## src/logic/chan_pkg.sv

```systemverilog
package chan_pkg;

    // device bus
    localparam int         ADDR_W         = 7;
    localparam int         DATA_W         = 16;
    localparam logic [6:0] FIFO_LAST      = 7'h1F;
    localparam logic [6:0] FIFO_BASE      = 7'h00;
    localparam logic [6:0] STAT_CMD_ADDR  = 7'h20;
    localparam logic [6:0] CNT_LO_ADDR    = 7'h2A;
    localparam logic [6:0] CNT_HI_ADDR    = 7'h2B;
    localparam logic [6:0] IMM_CHAR_ADDR  = 7'h35;

    // status fields
    localparam logic [7:0] STATUS_RESET   = 8'h40;
    localparam int         ST_OVF         = 7;
    localparam int         ST_WEN         = 6;
    localparam int         ST_RXNE        = 5;
    localparam int         ST_FLOW        = 4;
    localparam int         ST_IMM         = 3;
    localparam int         ST_BUSY        = 2;
    localparam int         ST_CTS         = 1;

    // command fields
    localparam int         CMD_SEND       = 3;
    localparam int         CMD_TXRST      = 0;
    localparam logic [7:0] CMD_USED_MASK  = 8'hF9;

    // count high fields
    localparam int         CNTHI_DMA      = 7;
    localparam int         CNT_W          = 12;

    // pool size in bytes, frame length in bits
    localparam logic [6:0] POOL_BYTES     = 7'h20;
    localparam int         FRAME_BITS     = 10;

    // timing
    localparam int         CLK_PERIOD_NS  = 100;
    localparam int         CMD_MAX_TENTHS = 25;
    localparam int         CMD_MAX_CYC    = CMD_MAX_TENTHS / 10;

    // host ahb map
    localparam logic [7:0] H_ADDR_OFF     = 8'h00;
    localparam logic [7:0] H_WDATA_OFF    = 8'h04;
    localparam logic [7:0] H_GO_OFF       = 8'h08;
    localparam logic [7:0] H_RESULT_OFF   = 8'h0C;
    localparam logic [7:0] H_CFG_OFF      = 8'h10;
    localparam logic [7:0] H_SEED_OFF     = 8'h14;
    localparam int         GO_WR          = 0;
    localparam int         GO_RD          = 1;
    localparam int         RES_BUSY       = 8;
    localparam int         RES_XPR        = 9;
    localparam int         RES_DREQ       = 10;
    localparam int         CFG_WORD       = 0;
    localparam int         CFG_DMA        = 1;

    typedef enum logic [2:0] {
        H_IDLE    = 3'b000,
        H_POLL    = 3'b001,
        H_CHECK   = 3'b010,
        H_ACCESS  = 3'b011,
        H_CAPTURE = 3'b100,
        H_DMA     = 3'b101,
        H_GAP     = 3'b110
    } host_state_t;

endpackage

```

## src/logic/chan_if.sv

```systemverilog
`timescale 1ns/1ns
interface chan_if;
    logic        cs;
    logic        wr;
    logic        rd;
    logic [6:0]  addr;
    logic [15:0] wdata;
    logic        word_mode;
    logic [7:0]  rdata;
    logic        dreq;
    logic        tx_pool_ready_irq;

    modport dev  (input cs, wr, rd, addr, wdata, word_mode, output rdata, dreq, tx_pool_ready_irq);
    modport host (output cs, wr, rd, addr, wdata, word_mode, input rdata, dreq, tx_pool_ready_irq);
endinterface

```

## src/logic/chan_dev.sv

```systemverilog
// Contract
// - byte or word loads; serial out lsb first
// - host writes at most 32 bytes per pool-ready
// - host programs count before dma transfer
// - odd count in word mode sent exactly
// - dma requests in 32-byte blocks plus remainder
// - whole fifo window selects fifo port
// - overflow set past 32 written bytes
// - overflow cleared by reset or pool move
// - write-enable flag shows fifo accepts data
// - rx-not-empty flag mirrors rx fifo state
// - flow flag one while stopped by xoff
// - immediate pending set on write, until start
// - host waits pending clear before re-access
// - immediate pending at most 2.5 clocks; held here until cts asserted and shifter idle
// - immediate path ignores in-band flow control
// - busy flag while command runs; host waits
// - busy at most 2.5 clocks, except power-down
// - cts bit is inverted cts pin
// - host writes zero to unused command bits; host clears only bits 1 and 2, passing bits 4 to 7 through
// - send starts transmit or dma fetching
// - tx reset flushes, idles line, raises pool-ready
// - command executes within 2.5 clocks
//
// Our own choice: the AHB-Lite register port.
`timescale 1ns/1ns
module chan_dev
    import chan_pkg::*;
#(
    parameter int BAUD_DIV = 16
)(
    // clock and reset
    input  wire logic SYS_CLK_IN,
    input  wire logic RST_IN,
    // parallel bus
    chan_if.dev       BUS,
    // serial and line state
    output logic      TXD_OUT,
    input  wire logic CTS_N_IN,
    input  wire logic RX_NOT_EMPTY_IN,
    input  wire logic FLOW_EN_IN,
    input  wire logic XOFF_SEEN_IN,
    input  wire logic XON_SEEN_IN,
    input  wire logic PWRDN_IN
);

    if (BAUD_DIV < 2 || BAUD_DIV > 65536 || CMD_MAX_CYC < 1) begin : g_chk
        $error("chan_dev: BAUD_DIV must lie in 2 to 65536");
    end

    ////////////////////////////////////////////////////////////////////////////
    // state
    logic [7:0]       mem [0:63];
    logic [5:0]       wr_ptr_r, rd_ptr_r;
    logic [6:0]       acc_cnt_r, sh_cnt_r, blk_left_r;
    logic             commit_r, ovf_r, dma_run_r, dreq_r, xpr_r;
    logic [7:0]       cnt_lo_r, cnt_hi_r, cmd_r, imm_r, rdata_r;
    logic [CNT_W-1:0] dma_left_r;
    logic             cmd_pend_r, tec_r, flow_r, cts_r, rxne_r;
    logic             busy_r, txd_r;
    logic [9:0]       frame_r;
    logic [3:0]       bits_r;
    logic [15:0]      baud_r;

    ////////////////////////////////////////////////////////////////////////////
    // decode
    wire        wr_any   = BUS.cs && BUS.wr;
    wire        wr_fifo  = wr_any && (BUS.addr <= FIFO_LAST);
    wire        wr_cmd   = wr_any && (BUS.addr == STAT_CMD_ADDR);
    wire        wr_lo    = wr_any && (BUS.addr == CNT_LO_ADDR);
    wire        wr_hi    = wr_any && (BUS.addr == CNT_HI_ADDR);
    wire        wr_imm   = wr_any && (BUS.addr == IMM_CHAR_ADDR);
    wire        rd_stat  = BUS.cs && BUS.rd && (BUS.addr == STAT_CMD_ADDR);
    wire        dma_mode = cnt_hi_r[CNTHI_DMA];
    wire        exec     = cmd_pend_r && !PWRDN_IN;
    wire        send     = exec && cmd_r[CMD_SEND];
    wire        txrst    = exec && cmd_r[CMD_TXRST];
    wire        two      = BUS.word_mode && !(dma_run_r && blk_left_r == 7'h01);
    wire [6:0]  wr_n     = two ? 7'h02 : 7'h01;
    wire        fits     = !commit_r && (acc_cnt_r + wr_n <= POOL_BYTES);
    wire        take     = wr_fifo && fits && !(dma_run_r && blk_left_r == 7'h00);
    wire        over     = wr_fifo && !take;
    wire        move     = commit_r && acc_cnt_r != 7'h00 && sh_cnt_r < POOL_BYTES;
    wire        done     = commit_r && acc_cnt_r == 7'h00;
    wire        line_ok  = cts_r && !busy_r;
    wire        load_imm = line_ok && tec_r;
    wire        load_q   = line_ok && !tec_r && !flow_r && sh_cnt_r != 7'h00;
    wire        tick     = busy_r && baud_r == 16'(BAUD_DIV - 1);
    wire [6:0]  blk_size = (dma_left_r >= CNT_W'(POOL_BYTES)) ? POOL_BYTES : dma_left_r[6:0];
    wire        blk_go   = dma_run_r && !commit_r && blk_left_r == 7'h00
                           && dma_left_r != '0;
    wire        dma_end  = dma_run_r && !commit_r && blk_left_r == 7'h00
                           && dma_left_r == '0;
    wire [7:0]  status   = {ovf_r, !commit_r && acc_cnt_r < POOL_BYTES, rxne_r,
                            flow_r, tec_r, cmd_pend_r, cts_r, 1'b0};

    ////////////////////////////////////////////////////////////////////////////
    // next values
    logic [6:0]       acc_cnt_nxt, sh_cnt_nxt, blk_left_nxt;
    logic [CNT_W-1:0] dma_left_nxt;
    logic             commit_nxt, dma_run_nxt, ovf_nxt;

    always_comb
    begin
        acc_cnt_nxt  = acc_cnt_r + (take ? wr_n : 7'h00) - (move ? 7'h01 : 7'h00);
        sh_cnt_nxt   = sh_cnt_r + (move ? 7'h01 : 7'h00) - (load_q ? 7'h01 : 7'h00);
        blk_left_nxt = blk_left_r;
        dma_left_nxt = dma_left_r;
        commit_nxt   = commit_r && !done;
        dma_run_nxt  = dma_run_r && !dma_end;
        ovf_nxt      = ovf_r && !done;
        if (dma_run_r && take)
        begin
            blk_left_nxt = blk_left_r - wr_n;
            dma_left_nxt = dma_left_r - CNT_W'(wr_n);
            if (blk_left_r == wr_n)
                commit_nxt = 1'b1;
        end
        if (blk_go)
            blk_left_nxt = blk_size;
        if (send && !dma_mode)
            commit_nxt = 1'b1;
        if (send && dma_mode)
        begin
            dma_run_nxt  = 1'b1;
            dma_left_nxt = {cnt_hi_r[3:0], cnt_lo_r};
            blk_left_nxt = 7'h00;
        end
        if (txrst)
        begin
            acc_cnt_nxt  = 7'h00;
            sh_cnt_nxt   = 7'h00;
            blk_left_nxt = 7'h00;
            dma_left_nxt = '0;
            commit_nxt   = 1'b0;
            dma_run_nxt  = 1'b0;
            ovf_nxt      = 1'b0;
        end
        if (over)
            ovf_nxt = 1'b1;
    end

    ////////////////////////////////////////////////////////////////////////////
    // fifo store and pool counters
    always_ff @(posedge SYS_CLK_IN)
    begin
        if (take)
        begin
            mem[wr_ptr_r] <= BUS.wdata[7:0];
            if (two)
                mem[wr_ptr_r + 6'h01] <= BUS.wdata[15:8];
        end
    end

    always_ff @(posedge SYS_CLK_IN)
    begin
        if (RST_IN || txrst)
        begin
            wr_ptr_r <= 6'h00;
            rd_ptr_r <= 6'h00;
        end
        else
        begin
            if (take)
                wr_ptr_r <= wr_ptr_r + wr_n[5:0];
            if (load_q)
                rd_ptr_r <= rd_ptr_r + 6'h01;
        end
    end

    always_ff @(posedge SYS_CLK_IN)
    begin
        if (RST_IN)
        begin
            acc_cnt_r  <= 7'h00;
            sh_cnt_r   <= 7'h00;
            blk_left_r <= 7'h00;
            dma_left_r <= '0;
            commit_r   <= 1'b0;
            dma_run_r  <= 1'b0;
            ovf_r      <= 1'b0;
            dreq_r     <= 1'b0;
            xpr_r      <= 1'b0;
        end
        else
        begin
            acc_cnt_r  <= acc_cnt_nxt;
            sh_cnt_r   <= sh_cnt_nxt;
            blk_left_r <= blk_left_nxt;
            dma_left_r <= dma_left_nxt;
            commit_r   <= commit_nxt;
            dma_run_r  <= dma_run_nxt;
            ovf_r      <= ovf_nxt;
            dreq_r     <= dma_run_nxt && blk_left_nxt != 7'h00;
            xpr_r      <= txrst || (done && !dma_run_r) || dma_end;
        end
    end

    ////////////////////////////////////////////////////////////////////////////
    // registers, command and status
    always_ff @(posedge SYS_CLK_IN)
    begin
        if (RST_IN)
        begin
            cnt_lo_r   <= 8'h00;
            cnt_hi_r   <= 8'h00;
            cmd_r      <= 8'h00;
            cmd_pend_r <= 1'b0;
            imm_r      <= 8'h00;
            tec_r      <= 1'b0;
            flow_r     <= 1'b0;
            cts_r      <= 1'b0;
            rxne_r     <= 1'b0;
            rdata_r    <= 8'h00;
        end
        else
        begin
            if (wr_lo)
                cnt_lo_r <= BUS.wdata[7:0];
            if (wr_hi)
                cnt_hi_r <= BUS.wdata[7:0];
            if (wr_cmd && !cmd_pend_r)
            begin
                cmd_r      <= BUS.wdata[7:0];
                cmd_pend_r <= 1'b1;
            end
            else if (exec)
                cmd_pend_r <= 1'b0;
            if (wr_imm)
            begin
                imm_r <= BUS.wdata[7:0];
                tec_r <= 1'b1;
            end
            else if (load_imm)
                tec_r <= 1'b0;
            flow_r  <= FLOW_EN_IN && (XOFF_SEEN_IN || (flow_r && !XON_SEEN_IN));
            cts_r   <= !CTS_N_IN;
            rxne_r  <= RX_NOT_EMPTY_IN;
            rdata_r <= rd_stat ? status : 8'h00;
        end
    end

    ////////////////////////////////////////////////////////////////////////////
    // serial shifter, start bit, 8 data lsb first, stop bit
    always_ff @(posedge SYS_CLK_IN)
    begin
        if (RST_IN || txrst)
        begin
            busy_r  <= 1'b0;
            frame_r <= 10'h3FF;
            bits_r  <= 4'h0;
            baud_r  <= 16'h0000;
            txd_r   <= 1'b1;
        end
        else
        begin
            txd_r <= busy_r ? frame_r[0] : 1'b1;
            if (load_imm || load_q)
            begin
                busy_r  <= 1'b1;
                frame_r <= {1'b1, load_imm ? imm_r : mem[rd_ptr_r], 1'b0};
                bits_r  <= 4'(FRAME_BITS);
                baud_r  <= 16'h0000;
            end
            else if (tick)
            begin
                frame_r <= {1'b1, frame_r[9:1]};
                bits_r  <= bits_r - 4'h1;
                baud_r  <= 16'h0000;
                busy_r  <= bits_r != 4'h1;
            end
            else if (busy_r)
                baud_r <= baud_r + 16'h0001;
        end
    end

    assign TXD_OUT   = txd_r;
    assign BUS.rdata = rdata_r;
    assign BUS.dreq  = dreq_r;
    assign BUS.tx_pool_ready_irq   = xpr_r;

endmodule // chan_dev

```

## src/flat_wrapper.sv

```systemverilog
// flat-port wrapper written by rule: the top's interface ports become plain ports
module chan_dev_flat import chan_pkg::*;
#(
    parameter int BAUD_DIV = 16
)
  (SYS_CLK_IN, RST_IN, TXD_OUT, CTS_N_IN, RX_NOT_EMPTY_IN, FLOW_EN_IN, XOFF_SEEN_IN, XON_SEEN_IN, PWRDN_IN, BUS_cs, BUS_wr, BUS_rd, BUS_addr, BUS_wdata, BUS_word_mode, BUS_rdata, BUS_dreq, BUS_tx_pool_ready_irq);
  chan_if BUS_i ();
  input  wire logic SYS_CLK_IN;
  input  wire logic RST_IN;
  output logic TXD_OUT;
  input  wire logic CTS_N_IN;
  input  wire logic RX_NOT_EMPTY_IN;
  input  wire logic FLOW_EN_IN;
  input  wire logic XOFF_SEEN_IN;
  input  wire logic XON_SEEN_IN;
  input  wire logic PWRDN_IN;
  input wire logic [$bits(BUS_i.cs)-1:0] BUS_cs;
  input wire logic [$bits(BUS_i.wr)-1:0] BUS_wr;
  input wire logic [$bits(BUS_i.rd)-1:0] BUS_rd;
  input wire logic [$bits(BUS_i.addr)-1:0] BUS_addr;
  input wire logic [$bits(BUS_i.wdata)-1:0] BUS_wdata;
  input wire logic [$bits(BUS_i.word_mode)-1:0] BUS_word_mode;
  output wire logic [$bits(BUS_i.rdata)-1:0] BUS_rdata;
  output wire logic [$bits(BUS_i.dreq)-1:0] BUS_dreq;
  output wire logic [$bits(BUS_i.tx_pool_ready_irq)-1:0] BUS_tx_pool_ready_irq;
  assign BUS_i.cs = BUS_cs;
  assign BUS_i.wr = BUS_wr;
  assign BUS_i.rd = BUS_rd;
  assign BUS_i.addr = BUS_addr;
  assign BUS_i.wdata = BUS_wdata;
  assign BUS_i.word_mode = BUS_word_mode;
  assign BUS_rdata = BUS_i.rdata;
  assign BUS_dreq = BUS_i.dreq;
  assign BUS_tx_pool_ready_irq = BUS_i.tx_pool_ready_irq;
  chan_dev #(.BAUD_DIV(BAUD_DIV)) u_core (.SYS_CLK_IN(SYS_CLK_IN), .RST_IN(RST_IN), .BUS(BUS_i), .TXD_OUT(TXD_OUT), .CTS_N_IN(CTS_N_IN), .RX_NOT_EMPTY_IN(RX_NOT_EMPTY_IN), .FLOW_EN_IN(FLOW_EN_IN), .XOFF_SEEN_IN(XOFF_SEEN_IN), .XON_SEEN_IN(XON_SEEN_IN), .PWRDN_IN(PWRDN_IN));
endmodule
```

## config.mk

```make
export PLATFORM = sky130hd
export DESIGN_NAME = chan_dev_flat
export DESIGN_NICKNAME = d
export VERILOG_FILES = /design/src/logic/chan_pkg.sv /design/src/logic/chan_if.sv /design/src/logic/chan_dev.sv /design/src/flat_wrapper.sv
export SDC_FILE = /design/constraint.sdc
export NUM_CORES = 1
export LEC_CHECK = 0
export BUFFER_PORTS_ARGS = -buffer_cell sky130_fd_sc_hd__buf_4
export CAP_MARGIN = 5
export CORE_UTILIZATION = 64
export DETAILED_ROUTE_END_ITERATION = 7
export PLACE_DENSITY = 0.81
export SLEW_MARGIN = 20
export SYNTH_ARGS = -nofsm -noshare
export SYNTH_HDL_FRONTEND = slang
export SYNTH_SLANG_ARGS = --single-unit
```

## constraint.sdc

```tcl
create_clock -name SYS_CLK_IN -period 6.7 [get_ports SYS_CLK_IN]
set_clock_uncertainty 0.1 [all_clocks]
set_input_delay 2.01 -clock SYS_CLK_IN [delete_from_list [all_inputs] [get_ports SYS_CLK_IN]]
set_output_delay 2.01 -clock SYS_CLK_IN [all_outputs]
set_load 0.05 [all_outputs]
```

==> metrics list <==
* Result of the run: completed
* WHS Path Cells: 1
- The analysis attributes to cell leakage a power of about 0.012 uW.
- In this run the register-to-register setup slack is 1.37 ns.
- IR analysis of the VDD net gives a maximum drop of roughly 0.24 mV.
- The routed design could run at a clock period as short as between 5 and 6 ns.
* Number of design rule violations left after detail routing: 0
- The number of failing hold endpoints at the final stage came to 0.
* Relative max-transition margin: 27.1%
* Mean cell area of the mapped netlist: roughly 15 sq um
- Register area share after synthesis: a little over half
- Finish-stage setup viols: 0
* Power per cell area: about 260 mW/mm^2
* Wire length of the first global-routing pass: between 100,000 and 150,000 um
* Ports placed on the boundary: 46
- At the end of routability-driven placement, the weighted congestion stood at 0.920.
* Number of max-capacitance violations reported: 0
* Capturing point of the worst reg2reg path: u_core.mem[54][7]
* Most area-hungry cell type in the Yosys netlist: edfxtp_1
- Clock-pin slew was measured on the worst setup and hold paths at around 0.06 ns.
- After synthesis the cells add up to 0.0327 sq mm.
- After global routing the overflow that remains totals 0.
- Routed len/inst: ~29 um
* Remaining antenna violation count: 0
- In this run, the combinational gates consume 12.5% of the power.
- Share of layout cells above drive strength 1: 41.7%
- After the first detailed-routing iteration, the DRC count stood at 2,471.
* Initial antenna violation count: 7
* Number of nets at the end of the flow: 2,329
- Floorplan die height: around 230 um
* Via count of the first global-routing pass: 20,800
* Die W: roughly 230 um
* Cell count of the worst reg-to-reg path: 14
- Layout overhead on the synthesized area: 10.5%
* CTS Root Cell: clkbuf_16
- The analysis attributes to net switching a power of between 2000 and 2500 uW.
* Number of port buffers: 44
- The synthesized design devotes to its leading area cell type between 40 and 50% of total area.
* Total count of max-transition violations in the final report: 0
- The H-tree generated during clock tree synthesis spans 3 levels.
* Worst Setup Start Kind: input port
* Period utilization: a little over four fifths
- The floorplan step defined a die boundary enclosing about 0.052 sq mm.
* Post-layout utilization of the core: approximately 70%
- Global routing used 33.9% of the available tracks across all layers.
- Most numerous cell types in the synthesized netlist: 512 x edfxtp_1, 512 x mux2_2, 168 x mux4_2
- In this run, synthesis produced a sequential element count of 634.
- Clock latency on the worst-skew pair, taken at its later pin, is roughly 0.6 ns.
- For this run, the leading register cell type out of synthesis is edfxtp_1.
- The cell count after synthesis came out at 2,249.
- Vias per cell: approximately 7.0
- The worst setup path is of the in -> reg kind.
- Core Area: ~0.05 sq mm
- In this run the most critical hold path is launched from u_core.rxne_r.
- Sorting the synthesized cells by area gives the leading types as edfxtp_1 47%, mux2_2 18%, mux4_2 12%, dfxtp_1 7.5%, clkbuf_1 1.8%.
- Worst EP required: 6.83 ns
- After clock tree synthesis, the setup repair step added 0 buffers.
* Reg-to-reg critical path startpoint: u_core.blk_left_r[2]
- For this run, asynchronously set or reset flops after synthesis account for 0%.
- Counting distinct cell types in the post-synthesis netlist gives 67.
* Max Clock Freq: about 180 MHz
- The tightest min-delay check is of the reg -> reg type.
* Number of placement rows: 82
- Share of total power in sequential cells: 46.1%
* Switch share: between 20% and 30%
- The final layout contains routed wiring with a total length of about 87,000 um.
- TritonCTS clock tree: yes
- Cell internal power was estimated by the tool at roughly 7200 uW.
- Setup repair after global routing left no endpoint under its margin.
* Yosys warns: 0
- Maximum fanout along the worst path: 17
* Detailed Place HPWL: 50,700 um
- Setup Total Neg Slack: 0 ns
* Nature of the critical path endpoint: flop
- CTS Hold Bufs: 0
- Buffers from clock root to sink, at most: 3
- Post-synth EDFFs: approximately 510
- The initial utilization of the core area, before any placement, comes to 65.1%.
* Data arrival at the endpoint of the critical path: 5.73 ns
- The number of nets handed over by synthesis was roughly 2,300.
- Hold path endpoint: u_core.BUS.rdata[5]
* Cells resized by post-CTS repair: 0
- Entering global routing, the biggest net connects slightly below 70 pins.
* Sinks on the clock net: roughly 630
- Measured slew at the worst slew-check pin: around 1.1 ns
- TritonCTS created slightly below 70 clock buffers.
- DR vias: 20,800
* Detailed Routing Iterations Pass 1: 5
- Clock network fraction of design power: around two fifths
## layout make-up
type / instances / area (sq um)
flip-flops and latches: 634 / 17800
fillers: 3192 / 14100
multi-input cells: 1357 / 14000
clock buffers: 89 / 1940
repair buffers: 137 / 1060
well taps: 672 / 841
clock inverters: 34 / 368
inverters: 53 / 199
diodes: 3 / 7.51
## cell families (layout without fill, tap and decap cells)
logic type / Yosys count / count (layout) / synth area share, %
buffers and inverters: 258 / 313 / 3.07
muxes: 707 / 707 / 30.0
DFF: 634 / 634 / 54.4
and+or+nand+nor: 372 / 372 / 5.98
adders and majority gates: 43 / 43 / 1.78
AOI/OAI and AO/OA: 186 / 186 / 3.47
xor gates and xnor gates: 48 / 48 / 1.28
other: 1 / 4 / 0.0115
## per-stage QoR
step / instance area (sq um) / setup slack, ns / instances / hold WS, ns / power (uW)
2_1_floorplan: 32700 / 0.845 / 2249 / 0.306 / 5280
3_3_place_gp: 33900 / 0.684 / 2852 / 0.319 / 5550
3_5_place_dp: 33900 / 0.510 / 2852 / 0.313 / 5590
4_1_cts: 36200 / 1.12 / 2975 / 0.338 / 9440
5_1_grt: 36200 / 0.884 / 2976 / 0.348 / 9690
6_report: 36200 / 1.10 / 2979 / 0.338 / 9450
## sequential cells by signal (all words and copies together) (netlist names), 5 cells and up, named ones only
name / cells
u_core.mem: 512
u_core.baud_r: 16
u_core.dma_left_r: 12
u_core.frame_r: 9
u_core.cnt_lo_r: 8
u_core.imm_r: 8
u_core.BUS.rdata: 7
u_core.acc_cnt_r: 7
u_core.blk_left_r: 7
u_core.sh_cnt_r: 7
u_core.rd_ptr_r: 6
u_core.wr_ptr_r: 6
u_core.cnt_hi_r: 5
## layout by cell type, fill, tap and decap left out, drive strengths merged, types with 5 or more instances in the layout
cell type	count
a211oi	15
a21o	6
a21oi	40
a31oi	13
and2	24
and3	10
buf	137
bufinv	8
clkbuf	89
clkinv	25
dfxtp	122
edfxtp	512
fa	6
ha	37
inv	53
mux2	512
mux2i	27
mux4	168
nand2	102
nand2b	8
nand3	26
nand3b	5
nand4	15
nor2	115
nor2b	13
nor3	9
nor3b	6
nor4	17
o211ai	5
o21ai	67
o21bai	14
or3	7
xnor2	21
xor2	27
## worst max-delay path by stage
stage	cells past startpoint	to	slack, ns	start
floorplan	18	u_core.acc_cnt_r[5]	0.85	BUS_word_mode
global placement	12	u_core.mem[3][1]	0.68	BUS_word_mode
detailed placement	12	u_core.mem[3][1]	0.51	BUS_word_mode
CTS	12	u_core.mem[3][2]	1.12	BUS_word_mode
finish	14	u_core.mem[54][7]	1.10	BUS_word_mode
global route	12	u_core.mem[8][2]	0.88	BUS_word_mode
## critical path, cell delays in order
cell      delay (ns)
buf_4           0.12
o31ai_4         0.06
buf_4           0.38
inv_1           0.20
ha_1            0.32
a21o_1          0.21
a21oi_1         0.23
o211ai_2        0.20
a21o_1          0.34
buf_4           0.26
nor4_2          0.28
buf_4           0.24
and2_0          0.48
o21bai_1        0.40
## power by group through the flow
stage / Combinational [uW] / Sequential (uW) / Clock, uW
global placement: 1090 / 4460 / 0
global route: 1260 / 4360 / 4070
finish: 1190 / 4350 / 3900
floorplan: 868 / 4410 / 0
detailed placement: 1130 / 4460 / 0
CTS: 1140 / 4380 / 3920
## per-layer routing
metal / track usage (%) / vias up / wire length, um
li1: - / 8661 / -
met1: 45.8 / 10500 / 32400
met2: 53.2 / 1410 / 41000
met3: 8.21 / 236 / 10000
met4: 13.8 / 4 / 3470
met5: 0 / - / 29
Power figures use the tool's default switching activity.
